### config.mk
export PLATFORM = sky130hd
export DESIGN_NAME = pwc_conv
export DESIGN_NICKNAME = d
export VERILOG_FILES = /design/src/include/pwc_pkg.sv /design/src/pwc_dd.sv /design/src/pwc_conv.sv
export VERILOG_INCLUDE_DIRS = /design/src /design/src/include
export SDC_FILE = /design/constraint.sdc
export NUM_CORES = 1
export LEC_CHECK = 0
export ABC_AREA = 0
export ABC_CLOCK_PERIOD_IN_PS = 9400
export BUFFER_PORTS_ARGS = -buffer_cell sky130_fd_sc_hd__buf_2
export CAP_MARGIN = 0
export CELL_PAD_IN_SITES_DETAIL_PLACEMENT = 0
export CELL_PAD_IN_SITES_GLOBAL_PLACEMENT = 1
export CORE_UTILIZATION = 51
export CTS_BUF_LIST = sky130_fd_sc_hd__clkbuf_8
export DETAILED_ROUTE_END_ITERATION = 8
export PLACE_DENSITY_LB_ADDON = 0.1
export SLEW_MARGIN = 20
export SYNTH_ARGS = -nofsm -noshare
export SYNTH_HDL_FRONTEND = slang
export SYNTH_HIERARCHICAL = 1
export SYNTH_SLANG_ARGS = --single-unit
### constraint.sdc
create_clock -name pclk -period 9.4 [get_ports pclk]
set_input_delay 2.82 -clock pclk [delete_from_list [all_inputs] [get_ports pclk]]
set_output_delay 2.82 -clock pclk [all_outputs]
set_load 0.01 [all_outputs]
### src/include/pwc_params.svh
// Register map, field positions, limits and reset values of the converter
`ifndef PWC_PARAMS_SVH
`define PWC_PARAMS_SVH

// Register byte offsets
`define PWC_ADDR_CTRL    8'h00
`define PWC_ADDR_IN_MAG  8'h04
`define PWC_ADDR_IN_FRAC 8'h08
`define PWC_ADDR_IN_W0   8'h0c
`define PWC_ADDR_IN_W1   8'h10
`define PWC_ADDR_OUT_W0  8'h14
`define PWC_ADDR_OUT_W1  8'h18
`define PWC_ADDR_RESULT  8'h1c
`define PWC_ADDR_STATUS  8'h20

// Control and input field positions
`define PWC_CTRL_START   0
`define PWC_CTRL_DIR     1
`define PWC_CTRL_FMT_LSB 2
`define PWC_FRAC_SIGN    31

// Status field positions
`define PWC_STAT_BUSY    0
`define PWC_STAT_DONE    1
`define PWC_STAT_ERR     2
`define PWC_STAT_OVF     3
`define PWC_STAT_UNF     4

// Range limits of the formats
`define PWC_MAX_BIN      32'd65535
`define PWC_MAX_BCD3     32'd999
`define PWC_MAX_BCD4     32'd9999
`define PWC_MAX_OCT      32'd4095
`define PWC_MAX_BCD6     32'd999999
`define PWC_MAX_FRAC     10'd999

// Default indicator bit positions in the upper word
`define PWC_SGN_BIT      15
`define PWC_OVF_BIT      14
`define PWC_UNF_BIT      13

// Reset values
`define PWC_RST_WORD     32'h0000_0000
`define PWC_RST_HALF     16'h0000

`endif

### src/include/pwc_pkg.sv
// Types shared by the word format converter
package pwc_pkg;

    typedef enum logic [2:0] {
        FMT_BIN,
        FMT_BCD3,
        FMT_BCD4,
        FMT_OCT,
        FMT_BCD6,
        FMT_FIX33
    } pwc_fmt_t;

    typedef enum logic [1:0] {
        ST_IDLE,
        ST_BUSY
    } pwc_fsm_t;

    typedef struct packed {
        pwc_fsm_t    st;
        logic        start;
        logic        dir;
        logic [2:0]  fmt;
        logic [31:0] mag;
        logic [9:0]  frac;
        logic        sgn;
        logic [15:0] win0;
        logic [15:0] win1;
        logic [15:0] w0;
        logic [15:0] w1;
        logic [31:0] res;
        logic [15:0] flg;
        logic        oor;
        logic        done;
        logic        err;
        logic        ovf;
        logic        unf;
        logic        dd_go;
        logic        pready;
        logic        pslverr;
        logic [31:0] prdata;
    } pwc_state_t;

endpackage

### src/pwc_dd.sv
// Sequential binary to packed BCD converter (shift and add three)
`timescale 1ns/100ps
module pwc_dd #(
    parameter int W = 20,
    parameter int D = 6
) (
    // Clock and reset
    input  wire logic             pclk,
    input  wire logic             presetn,
    // Request
    input  wire logic             start,
    input  wire logic [W-1:0]     bin,
    // Answer
    output logic      [4*D-1:0]   bcd,
    output logic                  done
);

    localparam int CW = $clog2(W + 1);

    typedef struct packed {
        logic [4*D+W-1:0] sh;
        logic [CW-1:0]    cnt;
        logic             run;
        logic             done;
    } pwc_dd_t;

    pwc_dd_t q;
    pwc_dd_t n;

    // Refuse shapes the shifter cannot serve
    if (W < 1 || D < 1) begin : g_chk
        $error("pwc_dd: W and D must be at least one");
    end

    // One shift per cycle, digits of five or more get three added first
    always_comb begin
        logic [4*D+W-1:0] t;
        t = q.sh;
        n = q;
        n.done = 1'b0;
        if (start) begin
            n.sh  = {{(4*D){1'b0}}, bin};
            n.cnt = CW'(W);
            n.run = 1'b1;
        end else if (q.run) begin
            for (int i = 0; i < D; i++) begin
                if (t[W+4*i +: 4] >= 4'd5) begin
                    t[W+4*i +: 4] = t[W+4*i +: 4] + 4'd3;
                end
            end
            n.sh  = {t[4*D+W-2:0], 1'b0};
            n.cnt = q.cnt - CW'(1);
            if (q.cnt == CW'(1)) begin
                n.run  = 1'b0;
                n.done = 1'b1;
            end
        end
    end

    // State register
    always_ff @(posedge pclk or negedge presetn) begin
        if (!presetn) begin
            q <= '0;
        end else begin
            q <= n;
        end
    end

    // Digits held until the next start
    assign bcd  = q.sh[4*D+W-1 -: 4*D];
    assign done = q.done;

endmodule

### src/pwc_conv.sv
// Word format converter with an APB register slave
//
// Overview of operation
// RULE_01 - Binary format: one straight 16-bit word, values 0 to 65535, no flags.
// RULE_02 - Negative or above 65535 into binary raises argument rejected error.
// RULE_03 - Signed 3-digit format: one word, packed BCD plus sign and range flags.
// RULE_04 - Signed 3-digit accepts -999..+999; outside sets over/underflow, digits 000.
// RULE_05 - Integer formats drop the fraction by truncation, never rounding.
// RULE_06 - Unsigned 4-digit BCD 0..9999, no flags; above 9999 emits 0000.
// RULE_07 - Signed octal: 4 octal digits, range plus or minus 4095, with flags.
// RULE_08 - Octal out of range sets over/underflow flag and emits 0000.
// RULE_09 - Signed 6-digit: word 0 flags and high digits, word 1 low digits.
// RULE_10 - 6-digit accepts up to 999999; outside sets flag, emits 000000.
// RULE_11 - Fixed 3.3: word 0 flags, sign, integer digits; word 1 fraction digits.
// RULE_12 - Fixed 3.3 keeps three fraction places; out of range emits 000.000.
// RULE_13 - Decode all formats but fixed 3.3, same layouts as encoding.
// RULE_14 - Signed decode applies received sign; unsigned decode is non-negative.
// RULE_15 - Sign, overflow, underflow positions are parameters, top bits by default.
// RULE_16 - Indicator bits not set by this conversion are cleared.
`timescale 1ns/100ps
`include "pwc_params.svh"
module pwc_conv #(
    parameter int SGN_BIT = `PWC_SGN_BIT,
    parameter int OVF_BIT = `PWC_OVF_BIT,
    parameter int UNF_BIT = `PWC_UNF_BIT
) (
    // Clock and reset
    input  wire logic        pclk,
    input  wire logic        presetn,
    // APB slave
    input  wire logic        psel,
    input  wire logic        penable,
    input  wire logic        pwrite,
    input  wire logic [7:0]  paddr,
    input  wire logic [31:0] pwdata,
    output logic      [31:0] prdata,
    output logic             pready,
    output logic             pslverr
);

    pwc_pkg::pwc_state_t q;
    pwc_pkg::pwc_state_t n;

    logic [23:0] ibcd;
    logic        idone;
    logic [11:0] fbcd;

    // Flags must sit above the twelve digit bits and be distinct
    if (SGN_BIT < 12 || SGN_BIT > 15 || OVF_BIT < 12 || OVF_BIT > 15 ||
        UNF_BIT < 12 || UNF_BIT > 15 || SGN_BIT == OVF_BIT ||
        SGN_BIT == UNF_BIT || OVF_BIT == UNF_BIT) begin : g_chk
        $error("pwc_conv: indicator bit positions invalid");
    end

    // Build an indicator word from scratch each time
    function automatic logic [15:0] flag_word(input logic s,
                                              input logic o,
                                              input logic u);
        logic [15:0] f;
        f = `PWC_RST_HALF;
        f[SGN_BIT] = s; // RULE_15
        f[OVF_BIT] = o;
        f[UNF_BIT] = u;
        return f;
    endfunction

    // Value of three packed BCD digits
    function automatic logic [19:0] bcd3v(input logic [11:0] x);
        return 20'(x[11:8]) * 20'd100 + 20'(x[7:4]) * 20'd10 + 20'(x[3:0]);
    endfunction

    // Integer part digits; only in-range magnitudes are converted
    pwc_dd #(
        .W (20),
        .D (6)
    ) u_int_dd (
        .pclk    (pclk),
        .presetn (presetn),
        .start   (q.dd_go),
        .bin     (q.oor ? 20'h00000 : q.mag[19:0]),
        .bcd     (ibcd),
        .done    (idone)
    );

    // Fraction digits in thousandths
    pwc_dd #(
        .W (10),
        .D (3)
    ) u_frac_dd (
        .pclk    (pclk),
        .presetn (presetn),
        .start   (q.dd_go),
        .bin     (q.frac),
        .bcd     (fbcd),
        .done    ()
    );

    // Next state: bus access, conversion launch and result assembly
    always_comb begin
        logic        neg;
        logic [31:0] lim;
        logic        oor;
        logic [19:0] m;
        logic        s;
        logic [23:0] d;
        neg = q.sgn & ((q.mag != 32'h0) | (q.frac != 10'h0));
        lim = `PWC_MAX_BCD6;
        oor = 1'b0;
        m   = 20'h00000;
        s   = 1'b0;
        d   = q.oor ? 24'h000000 : ibcd;
        n   = q;
        n.dd_go   = 1'b0;
        n.pready  = 1'b0;
        n.pslverr = 1'b0;
        n.prdata  = `PWC_RST_WORD;

        // Setup phase: prepare the answer for the access phase
        if (psel && !penable) begin
            n.pready = 1'b1;
            case (paddr)
                `PWC_ADDR_CTRL:    n.prdata = {27'h0, q.fmt, q.dir, 1'b0};
                `PWC_ADDR_IN_MAG:  n.prdata = q.mag;
                `PWC_ADDR_IN_FRAC: n.prdata = {q.sgn, 21'h0, q.frac};
                `PWC_ADDR_IN_W0:   n.prdata = {16'h0, q.win0};
                `PWC_ADDR_IN_W1:   n.prdata = {16'h0, q.win1};
                `PWC_ADDR_OUT_W0:  n.prdata = {16'h0, q.w0};
                `PWC_ADDR_OUT_W1:  n.prdata = {16'h0, q.w1};
                `PWC_ADDR_RESULT:  n.prdata = q.res;
                `PWC_ADDR_STATUS:  begin
                    n.prdata[`PWC_STAT_BUSY] =
                        (q.st != pwc_pkg::ST_IDLE) | q.start;
                    n.prdata[`PWC_STAT_DONE] = q.done;
                    n.prdata[`PWC_STAT_ERR]  = q.err;
                    n.prdata[`PWC_STAT_OVF]  = q.ovf;
                    n.prdata[`PWC_STAT_UNF]  = q.unf;
                end
                default: n.pslverr = 1'b1;
            endcase
        end

        // Access phase: writes take effect at this edge only
        if (psel && penable && q.pready && pwrite) begin
            case (paddr)
                `PWC_ADDR_CTRL: begin
                    if (q.st == pwc_pkg::ST_IDLE && !q.start) begin
                        n.dir   = pwdata[`PWC_CTRL_DIR];
                        n.fmt   = pwdata[`PWC_CTRL_FMT_LSB +: 3];
                        n.start = pwdata[`PWC_CTRL_START];
                    end
                end
                `PWC_ADDR_IN_MAG:  n.mag  = pwdata;
                `PWC_ADDR_IN_FRAC: begin
                    n.frac = pwdata[9:0];
                    n.sgn  = pwdata[`PWC_FRAC_SIGN];
                end
                `PWC_ADDR_IN_W0:   n.win0 = pwdata[15:0];
                `PWC_ADDR_IN_W1:   n.win1 = pwdata[15:0];
                default: ;
            endcase
        end

        case (q.st)
            pwc_pkg::ST_IDLE: begin
                if (q.start) begin
                    // Fresh result: flags and output words cleared; res keeps its value until a decode
                    n.start = 1'b0;
                    n.done  = 1'b0;
                    n.err   = 1'b0;
                    n.ovf   = 1'b0; // RULE_16
                    n.unf   = 1'b0; // RULE_16
                    n.w0    = `PWC_RST_HALF; // RULE_16
                    n.w1    = `PWC_RST_HALF;
                    n.flg   = `PWC_RST_HALF;
                    n.oor   = 1'b0;
                    if (q.dir) begin
                        // Decode one or two received words
                        n.done = 1'b1;
                        case (q.fmt)
                            pwc_pkg::FMT_BIN:  m = {4'h0, q.win0}; // RULE_13
                            pwc_pkg::FMT_BCD3: begin
                                m = bcd3v(q.win0[11:0]); // RULE_13
                                s = q.win0[SGN_BIT]; // RULE_14
                            end
                            pwc_pkg::FMT_BCD4: begin
                                m = 20'(q.win0[15:12]) * 20'd1000 +
                                    bcd3v(q.win0[11:0]); // RULE_14
                            end
                            pwc_pkg::FMT_OCT:  begin
                                m = {8'h0, q.win0[11:0]}; // RULE_13
                                s = q.win0[SGN_BIT]; // RULE_14
                            end
                            pwc_pkg::FMT_BCD6: begin
                                m = bcd3v(q.win0[11:0]) * 20'd1000 +
                                    bcd3v(q.win1[11:0]); // RULE_13
                                s = q.win0[SGN_BIT]; // RULE_14
                            end
                            default: n.err = 1'b1; // RULE_13
                        endcase
                        n.res = s ? 32'h0 - {12'h0, m} : {12'h0, m};
                    end else begin
                        // Encode: integer formats drop the fraction; binary rejects one above 999
                        case (q.fmt)
                            pwc_pkg::FMT_BIN:   lim = `PWC_MAX_BIN;
                            pwc_pkg::FMT_BCD3:  lim = `PWC_MAX_BCD3;
                            pwc_pkg::FMT_BCD4:  lim = `PWC_MAX_BCD4;
                            pwc_pkg::FMT_OCT:   lim = `PWC_MAX_OCT;
                            pwc_pkg::FMT_FIX33: lim = `PWC_MAX_BCD3;
                            default:            lim = `PWC_MAX_BCD6;
                        endcase
                        oor = (q.mag > lim); // RULE_05
                        case (q.fmt)
                            pwc_pkg::FMT_BIN: begin
                                n.done = 1'b1;
                                if (neg || oor || q.frac > `PWC_MAX_FRAC) begin
                                    n.err = 1'b1; // RULE_02
                                end else begin
                                    n.w0 = q.mag[15:0]; // RULE_01
                                end
                            end
                            pwc_pkg::FMT_BCD4: begin
                                n.oor   = oor | neg; // RULE_06
                                n.dd_go = 1'b1;
                                n.st    = pwc_pkg::ST_BUSY;
                            end
                            pwc_pkg::FMT_OCT: begin
                                n.done = 1'b1;
                                n.ovf  = oor & ~neg; // RULE_08
                                n.unf  = oor & neg; // RULE_08
                                n.w0   = flag_word(neg & ~oor, oor & ~neg,
                                                   oor & neg) |
                                         (oor ? 16'h0000 :
                                          {4'h0, q.mag[11:0]}); // RULE_07
                            end
                            pwc_pkg::FMT_BCD3,
                            pwc_pkg::FMT_BCD6,
                            pwc_pkg::FMT_FIX33: begin
                                n.oor   = oor; // RULE_04 RULE_10 RULE_12
                                n.ovf   = oor & ~neg;
                                n.unf   = oor & neg;
                                n.flg   = flag_word(neg & ~oor, oor & ~neg,
                                                    oor & neg);
                                n.dd_go = 1'b1;
                                n.st    = pwc_pkg::ST_BUSY;
                            end
                            default: begin
                                n.done = 1'b1;
                                n.err  = 1'b1;
                            end
                        endcase
                    end
                end
            end
            pwc_pkg::ST_BUSY: begin
                // Both converters start together; integer one ends last
                if (idone) begin
                    n.st   = pwc_pkg::ST_IDLE;
                    n.done = 1'b1;
                    case (q.fmt)
                        pwc_pkg::FMT_BCD3: begin
                            n.w0 = q.flg | {4'h0, d[11:0]}; // RULE_03 RULE_04
                        end
                        pwc_pkg::FMT_BCD4: begin
                            n.w0 = d[15:0]; // RULE_06
                        end
                        pwc_pkg::FMT_BCD6: begin
                            n.w0 = q.flg | {4'h0, d[23:12]}; // RULE_09
                            n.w1 = {4'h0, d[11:0]}; // RULE_09 RULE_10
                        end
                        pwc_pkg::FMT_FIX33: begin
                            n.w0 = q.flg | {4'h0, d[11:0]}; // RULE_11
                            n.w1 = q.oor ? 16'h0000 :
                                   {4'h0, fbcd}; // RULE_11 RULE_12
                        end
                        default: n.err = 1'b1;
                    endcase
                end
            end
            default: n.st = pwc_pkg::ST_IDLE;
        endcase
    end

    // State register
    always_ff @(posedge pclk or negedge presetn) begin
        if (!presetn) begin
            q <= '0;
        end else begin
            q <= n;
        end
    end

    // Bus answers straight from flops
    assign prdata  = q.prdata;
    assign pready  = q.pready;
    assign pslverr = q.pslverr;

endmodule

==> results of run 1 <==
## metal layers
metal  GRT usage, %  wire length [um]
met4           11.4              1950
met1           41.2             24700
met2           49.5             25800
met5              0                 0
met3           3.56              2520
## flip-flops by register name (all words and copies together) (netlist names)
signal,flops
pready,1
q,139
u_int_dd/bcd,24
pslverr,1
prdata,32
u_int_dd/q,26
u_frac_dd/bcd,12
u_frac_dd/q,15
u_int_dd/done,1
## power groups by stage
stage          sequential (uW)  clock [uW]  combinational, uW
2_1_floorplan             1200           0                252
3_3_place_gp              1220           0                292
3_5_place_dp              1230           0                300
4_1_cts                   1210        1120                302
5_1_grt                   1220        1150                345
6_report                  1210        1100                300
## stage by stage
step / utilization, % / instance area [sq um] / hold WS, ns
3_5_place_dp: 53.0 / 18900 / 0.471
2_1_floorplan: - / 18500 / 0.446
3_3_place_gp: 53.0 / 18900 / 0.463
6_report: 55.7 / 19900 / 0.483
4_1_cts: 55.6 / 19800 / 0.485
5_1_grt: 55.7 / 19900 / 0.500
## cell type report
| cell class | count | area share, % |
|---|---|---|
| flip-flops and latches | 251 | 31.7 |
| inverters | 149 | 2.82 |
| repair buffers | 103 | 3.06 |
| clock inverters | 22 | 0.920 |
| well taps | 461 | 2.91 |
| clock buffers | 56 | 3.88 |
| multi-input cells | 1414 | 54.8 |
## worst max-delay path, delay by kind of cell (launching register included)
kind	cells	cell delay, ns
adders and majority gates	11	4.35
AOI/OAI and AO/OA	5	1.64
and+or+nand+nor	6	1.30
xor gates and xnor gates	2	0.71
DFF	1	0.45
buffers and inverters	4	0.30
## path summary, 6_finish.rpt
| kind | startpoint | to |
|---|---|---|
| max | q[140] | q[75] |
| min | q[105] | q[105] |
| max reg2reg | q[140] | q[75] |
| min reg2reg | q[105] | q[105] |
| max in group asynchronous | presetn | q[190] |
| min in group asynchronous | presetn | u_frac_dd/q[4] |
## cell usage in the layout (no fill, tap or decap), types with 56 or more instances in the layout
cell type                  instances
sky130_fd_sc_hd__dfrtp_1         249
sky130_fd_sc_hd__buf_2            77
sky130_fd_sc_hd__fa_1             58
sky130_fd_sc_hd__clkbuf_8         56
sky130_fd_sc_hd__nand2_1         203
sky130_fd_sc_hd__o21ai_0         106
sky130_fd_sc_hd__nor2_1          101
sky130_fd_sc_hd__ha_1            156
sky130_fd_sc_hd__mux2_2           80
sky130_fd_sc_hd__a21oi_1         114
sky130_fd_sc_hd__inv_1           159
==> out/qor_table.md, run 1 <==
| Item | Reported |
| --- | --- |
| Cell Area, Synth | 0.0185 sq mm |
| Initial antenna violation count | 0 |
| Number of pins with negative max-slew slack in the final report | 0 |
| Clk Latency, worst-skew pair | 0.62 ns |
| Total wire length after detailed routing | 54900 um |
| Starting density of the core | 52.0% |
| Cell internal pwr | 1870 uW |
| Area growth syn-to-layout | 7.11% |
| CTS tree | built |
| Register area | 0.00628 sq mm |
| Remaining antenna violation count after routing | 0 |
| Final period demand of the worst path | 8.83 ns |
| Clock transition at the registers of the reported paths | 0.06 ns |
| Final standard cell count with taps included and fillers excluded | 2456 |
| Overall Power | 2600 uW |
| Syn Area/Cell | 9.47 sq um |
| Launching element type of the critical path | register |
| Die width | 193 um |
| Wire length of the first global-routing pass | 84800 um |
| Share of the clock period used by the worst path | 93.9% |
| Number of inserted filler cells in the final layout | 3242 |
| Total die area | 0.0371 sq mm |
| Post-CTS Setup Repair Bufs | 0 |
| Total power per unit cell area | 131 mW/mm^2 |
| Delay of the slowest cell on the worst path | 0.55 ns |
| Violations in the final reports | DRC |
| Vias in the first global route | 14493 |
| Share of total power in combinational logic | 11.5% |
| WS Path Type | reg2reg |
| Synthesized netlist net count | 2217 |
| Root buffer cell | sky130_fd_sc_hd__clkbuf_8 |
| Area inside the core boundary | 0.0357 sq mm |
| Count of synthesis-stage warnings from yosys | 6 |
| DR DRC count | 6 |
| Total number of H-tree levels | 2 |
| Sequential group share of total power | 46.4% |
| Post-layout worst setup margin | 0.571 ns |
| Hold depth | 2 |
| Post-cts hold buffer count | 0 |
| Slew at the pin closest to its max-slew limit | 1.11 ns |
| Crit path max fanout | 6 |
| Number of cells on the worst reg-to-reg path | 28 |
| Switching power of the nets | 731 uW |
| Setup TNS after final layout | 0 ns |
| Area of the multi-input gates | 0.0109 sq mm |
| Portion of total power attributed to the clock network | 42.1% |
| I/O pin count | 79 |
| Critical path's slowest cell | sky130_fd_sc_hd__xnor2_1 |
| Endpoints failing setup | 0 |
| Maximum frequency from static timing analysis | 113 MHz |
| Height of the chip | 193 um |
| PortBufs | 78 |
| Standard-cell row count | 69 |
| Gr usage total | 30.3% |
| Drt via density | 6.04 |
| Required time of the critical path | 9.94 ns |
| Max Root-Sink Buffers | 3 |
| Number of buffers created by CTS | 45 |
| Average wire per standard cell | 22.4 um |
| Count of TritonRoute iterations in the first routing pass | 7 |
| Critical path endpoint category | register |
| Pin count of the biggest net entering global routing | 135 |
| Final Hold Violating Endpoints | 0 |
| Number of maximum-capacitance violations | 0 |
| Number of clock sinks | 251 |
| Clock Skew | 0.0381 ns |
| Worst rel slew slack | 25.9% |
| Run status | finished with violations |
| Switching share of power | 28.1% |
| Number of gates given a new drive strength after cts | 0 |
| Share of post-route cells with drive strength above 1 | 13.8% |
| Mapped Cells | 1958 |
| Layout Nets | 2223 |
| Violation count after the first detailed-route iteration | 1146 |
| Count of placed standard cells including taps | 2377 |
| Most prevalent standard cell on the critical path | sky130_fd_sc_hd__ha_1 |
| Number of vias in the routed layout | 14833 |
| Setup repair after global routing missed its margin | false |
| RePlAce Congestion | 0.922 |
| Pre-CTS WS | 0.681 ns |
| Total leakage power | 0.00944 uW |
| Register-to-register setup slack | 0.57 ns |
| Leftover overflow at the end of global routing | 0 |
| Worst hold path type | reg2reg |
| Peak supply drop | 0.000110 V |
| Arrival time worst endpoint | 9.37 ns |
| Antenna diode instance count | 0 |
| DP HPWL | 40800 um |
(Power assumes the default switching activity.)
==> run 2, diff against run 1 <==
--- a/config.mk
+++ b/config.mk
@@ -12,8 +12,8 @@
 export CAP_MARGIN = 0
 export CELL_PAD_IN_SITES_DETAIL_PLACEMENT = 0
 export CELL_PAD_IN_SITES_GLOBAL_PLACEMENT = 1
-export CORE_UTILIZATION = 51
-export CTS_BUF_LIST = sky130_fd_sc_hd__clkbuf_8
+export CORE_UTILIZATION = 50
+export CTS_BUF_LIST = sky130_fd_sc_hd__clkbuf_4 sky130_fd_sc_hd__clkbuf_8 sky130_fd_sc_hd__clkbuf_16
 export DETAILED_ROUTE_END_ITERATION = 8
 export PLACE_DENSITY_LB_ADDON = 0.1
 export SLEW_MARGIN = 20
==> run 2 against run 1 <==
Compared with the run above: the flow now finishes without violations; core utilization shrank 1.1 points; via count decreased by 0.59%; fmax grew 1.6%.
==> out/qor_table.md, run 2 (synthesis results as in run 1) <==
| Item | Reported |
| --- | --- |
| Area growth syn-to-layout | 7.47% |
| Clock Skew | 0.0292 ns |
| Final Hold Violating Endpoints | 0 |
| Number of maximum-capacitance violations | 0 |
| Required time of the critical path | 9.88 ns |
| Largest register FFs | 139 |
| Max Root-Sink Buffers | 3 |
| Layout Nets | 2209 |
| Count of TritonRoute iterations in the first routing pass | 6 |
| Root buffer cell | sky130_fd_sc_hd__clkbuf_16 |
| Worst hold path type | reg2reg |
| Total die area | 0.0378 sq mm |
| Number of pins with negative max-slew slack in the final report | 0 |
| Sum of buffers and inverters on the critical path | 4 |
| Leftover overflow at the end of global routing | 0 |
| Die width | 195 um |
| Overall Power | 2690 uW |
| DR DRC count | 0 |
| Endpoints failing setup | 0 |
| Run status | complete, no violations |
| Standard-cell row count | 70 |
| Launching element type of the critical path | register |
| Peak supply drop | 0.000116 V |
| Number of buffers created by CTS | 29 |
| Register-to-register setup slack | 0.71 ns |
| Pre-CTS WS | 0.786 ns |
| Worst hold path startpoint | q[110] |
| I/O pin count | 79 |
| Worst R2R End | q[75] |
| PortBufs | 78 |
| Final period demand of the worst path | 8.69 ns |
| Pin count of the biggest net entering global routing | 143 |
| Clk Latency, worst-skew pair | 0.57 ns |
| Number of cells on the worst reg-to-reg path | 28 |
| Arrival time worst endpoint | 9.17 ns |
| CTS tree | built |
| RePlAce Congestion | 0.939 |
| Capture endpoint of the worst hold path | q[110] |
| Setup repair after global routing missed its margin | false |
| Total leakage power | 0.00941 uW |
| Total wire length after detailed routing | 56200 um |
| Share of the clock period used by the worst path | 92.5% |
| Crit path max fanout | 6 |
| Leading cell type in the layout, fill and taps excluded | sky130_fd_sc_hd__dfrtp_1 |
| WP depth | 28 |
| Crit-path leading delay family | adder cells |
| Number of vias in the routed layout | 14746 |
| Setup TNS after final layout | 0 ns |
| Critical path's slowest cell | sky130_fd_sc_hd__fa_1 |
| Number of clock sinks | 251 |
| Hold depth | 2 |
| Share of post-route cells with drive strength above 1 | 13.5% |
| Average wire per standard cell | 23.0 um |
| Top library cells by usage in the layout, fill and taps aside | sky130_fd_sc_hd__dfrtp_1 (249), sky130_fd_sc_hd__nand2_1 (203), sky130_fd_sc_hd__ha_1 (156), sky130_fd_sc_hd__inv_1 (146), sky130_fd_sc_hd__a21oi_1 (114) |
| Antenna diode instance count | 0 |
| Post-cts hold buffer count | 0 |
| Vias in the first global route | 14506 |
| Source of the worst register-to-register timing path | q[140] |
| Total power per unit cell area | 135 mW/mm^2 |
| Worst rel slew slack | 29.3% |
| Starting density of the core | 50.7% |
| Post-layout worst setup margin | 0.707 ns |
| Delay of the slowest cell on the worst path | 0.54 ns |
| Gr usage total | 29.9% |
| DP HPWL | 42400 um |
| Number of gates given a new drive strength after cts | 0 |
| Reg with most FFs | q |
| Clock transition at the registers of the reported paths | 0.06 ns |
| Wire length of the first global-routing pass | 87400 um |
| Maximum frequency from static timing analysis | 115 MHz |
| Initial antenna violation count | 1 |
| Area inside the core boundary | 0.0365 sq mm |
| Height of the chip | 195 um |
| Remaining antenna violation count after routing | 0 |
| Post-CTS Setup Repair Bufs | 0 |
| Slew at the pin closest to its max-slew limit | 1.06 ns |
| Total number of H-tree levels | 1 |
| Violation count after the first detailed-route iteration | 1105 |
| Critical path endpoint category | register |
| Drt via density | 6.05 |
| WS Path Type | reg2reg |
| Most prevalent standard cell on the critical path | sky130_fd_sc_hd__ha_1 |
## run 2: changes by cell type in the layout (fill, tap and decap cells not counted), sizes merged
cell and delta:
buf +2, clkbuf -12, clkinv -2, inv -13
## run 2: tightest hold or removal path, cell delays in order, from the launching register on
cell and delay (ns):
sky130_fd_sc_hd__dfrtp_1 0.34, sky130_fd_sc_hd__nand2_1 0.05, sky130_fd_sc_hd__o21ai_0 0.06
## run 2: per-layer routing
layer / global-route usage (%) / wire length, um / vias up
met3: 3.64 / 2700 / 109
met2: 49.0 / 26500 / 399
met5: 0 / 13 / -
met1: 40.6 / 24800 / 7357
li1: - / - / 6879
met4: 11.5 / 2170 / 2
## run 2: final cells by class
cell class	count	area (sq um)
Fill cell	3371	16600
Multi-Input combinational cell	1414	10900
Sequential cell	251	6280
Clock buffer	44	888
Timing Repair Buffer	105	616
Tap cell	468	586
Inverter	149	559
Clock inverter	7	113
## run 2: power by group
part | total [uW] | switching [uW] | internal, uW
sequential | 1200 | 73.2 | 1130
combinational | 304 | 183 | 121
clock | 1180 | 450 | 728
total | 2690 | 705 | 1980
## run 2: how the worst max path moves through the flow
stage | from | end | slack, ns
6_report | q[140] | q[75] | 0.71
5_1_grt | q[140] | q[75] | 0.16
4_1_cts | q[142] | q[75] | 0.71
3_5_place_dp | q[140] | q[75] | 0.79
3_3_place_gp | q[140] | q[75] | 0.88
2_1_floorplan | q[141] | q[75] | 1.19
## run 2: stage by stage
stage,area (sq um),hold slack [ns],utilization [%],cells
2_1_floorplan,18500,0.446,-,1958
3_3_place_gp,18900,0.462,51.8,2387
3_5_place_dp,18900,0.470,51.8,2387
4_1_cts,19900,0.485,54.5,2438
5_1_grt,19900,0.502,54.5,2438
6_report,19900,0.480,54.5,2438
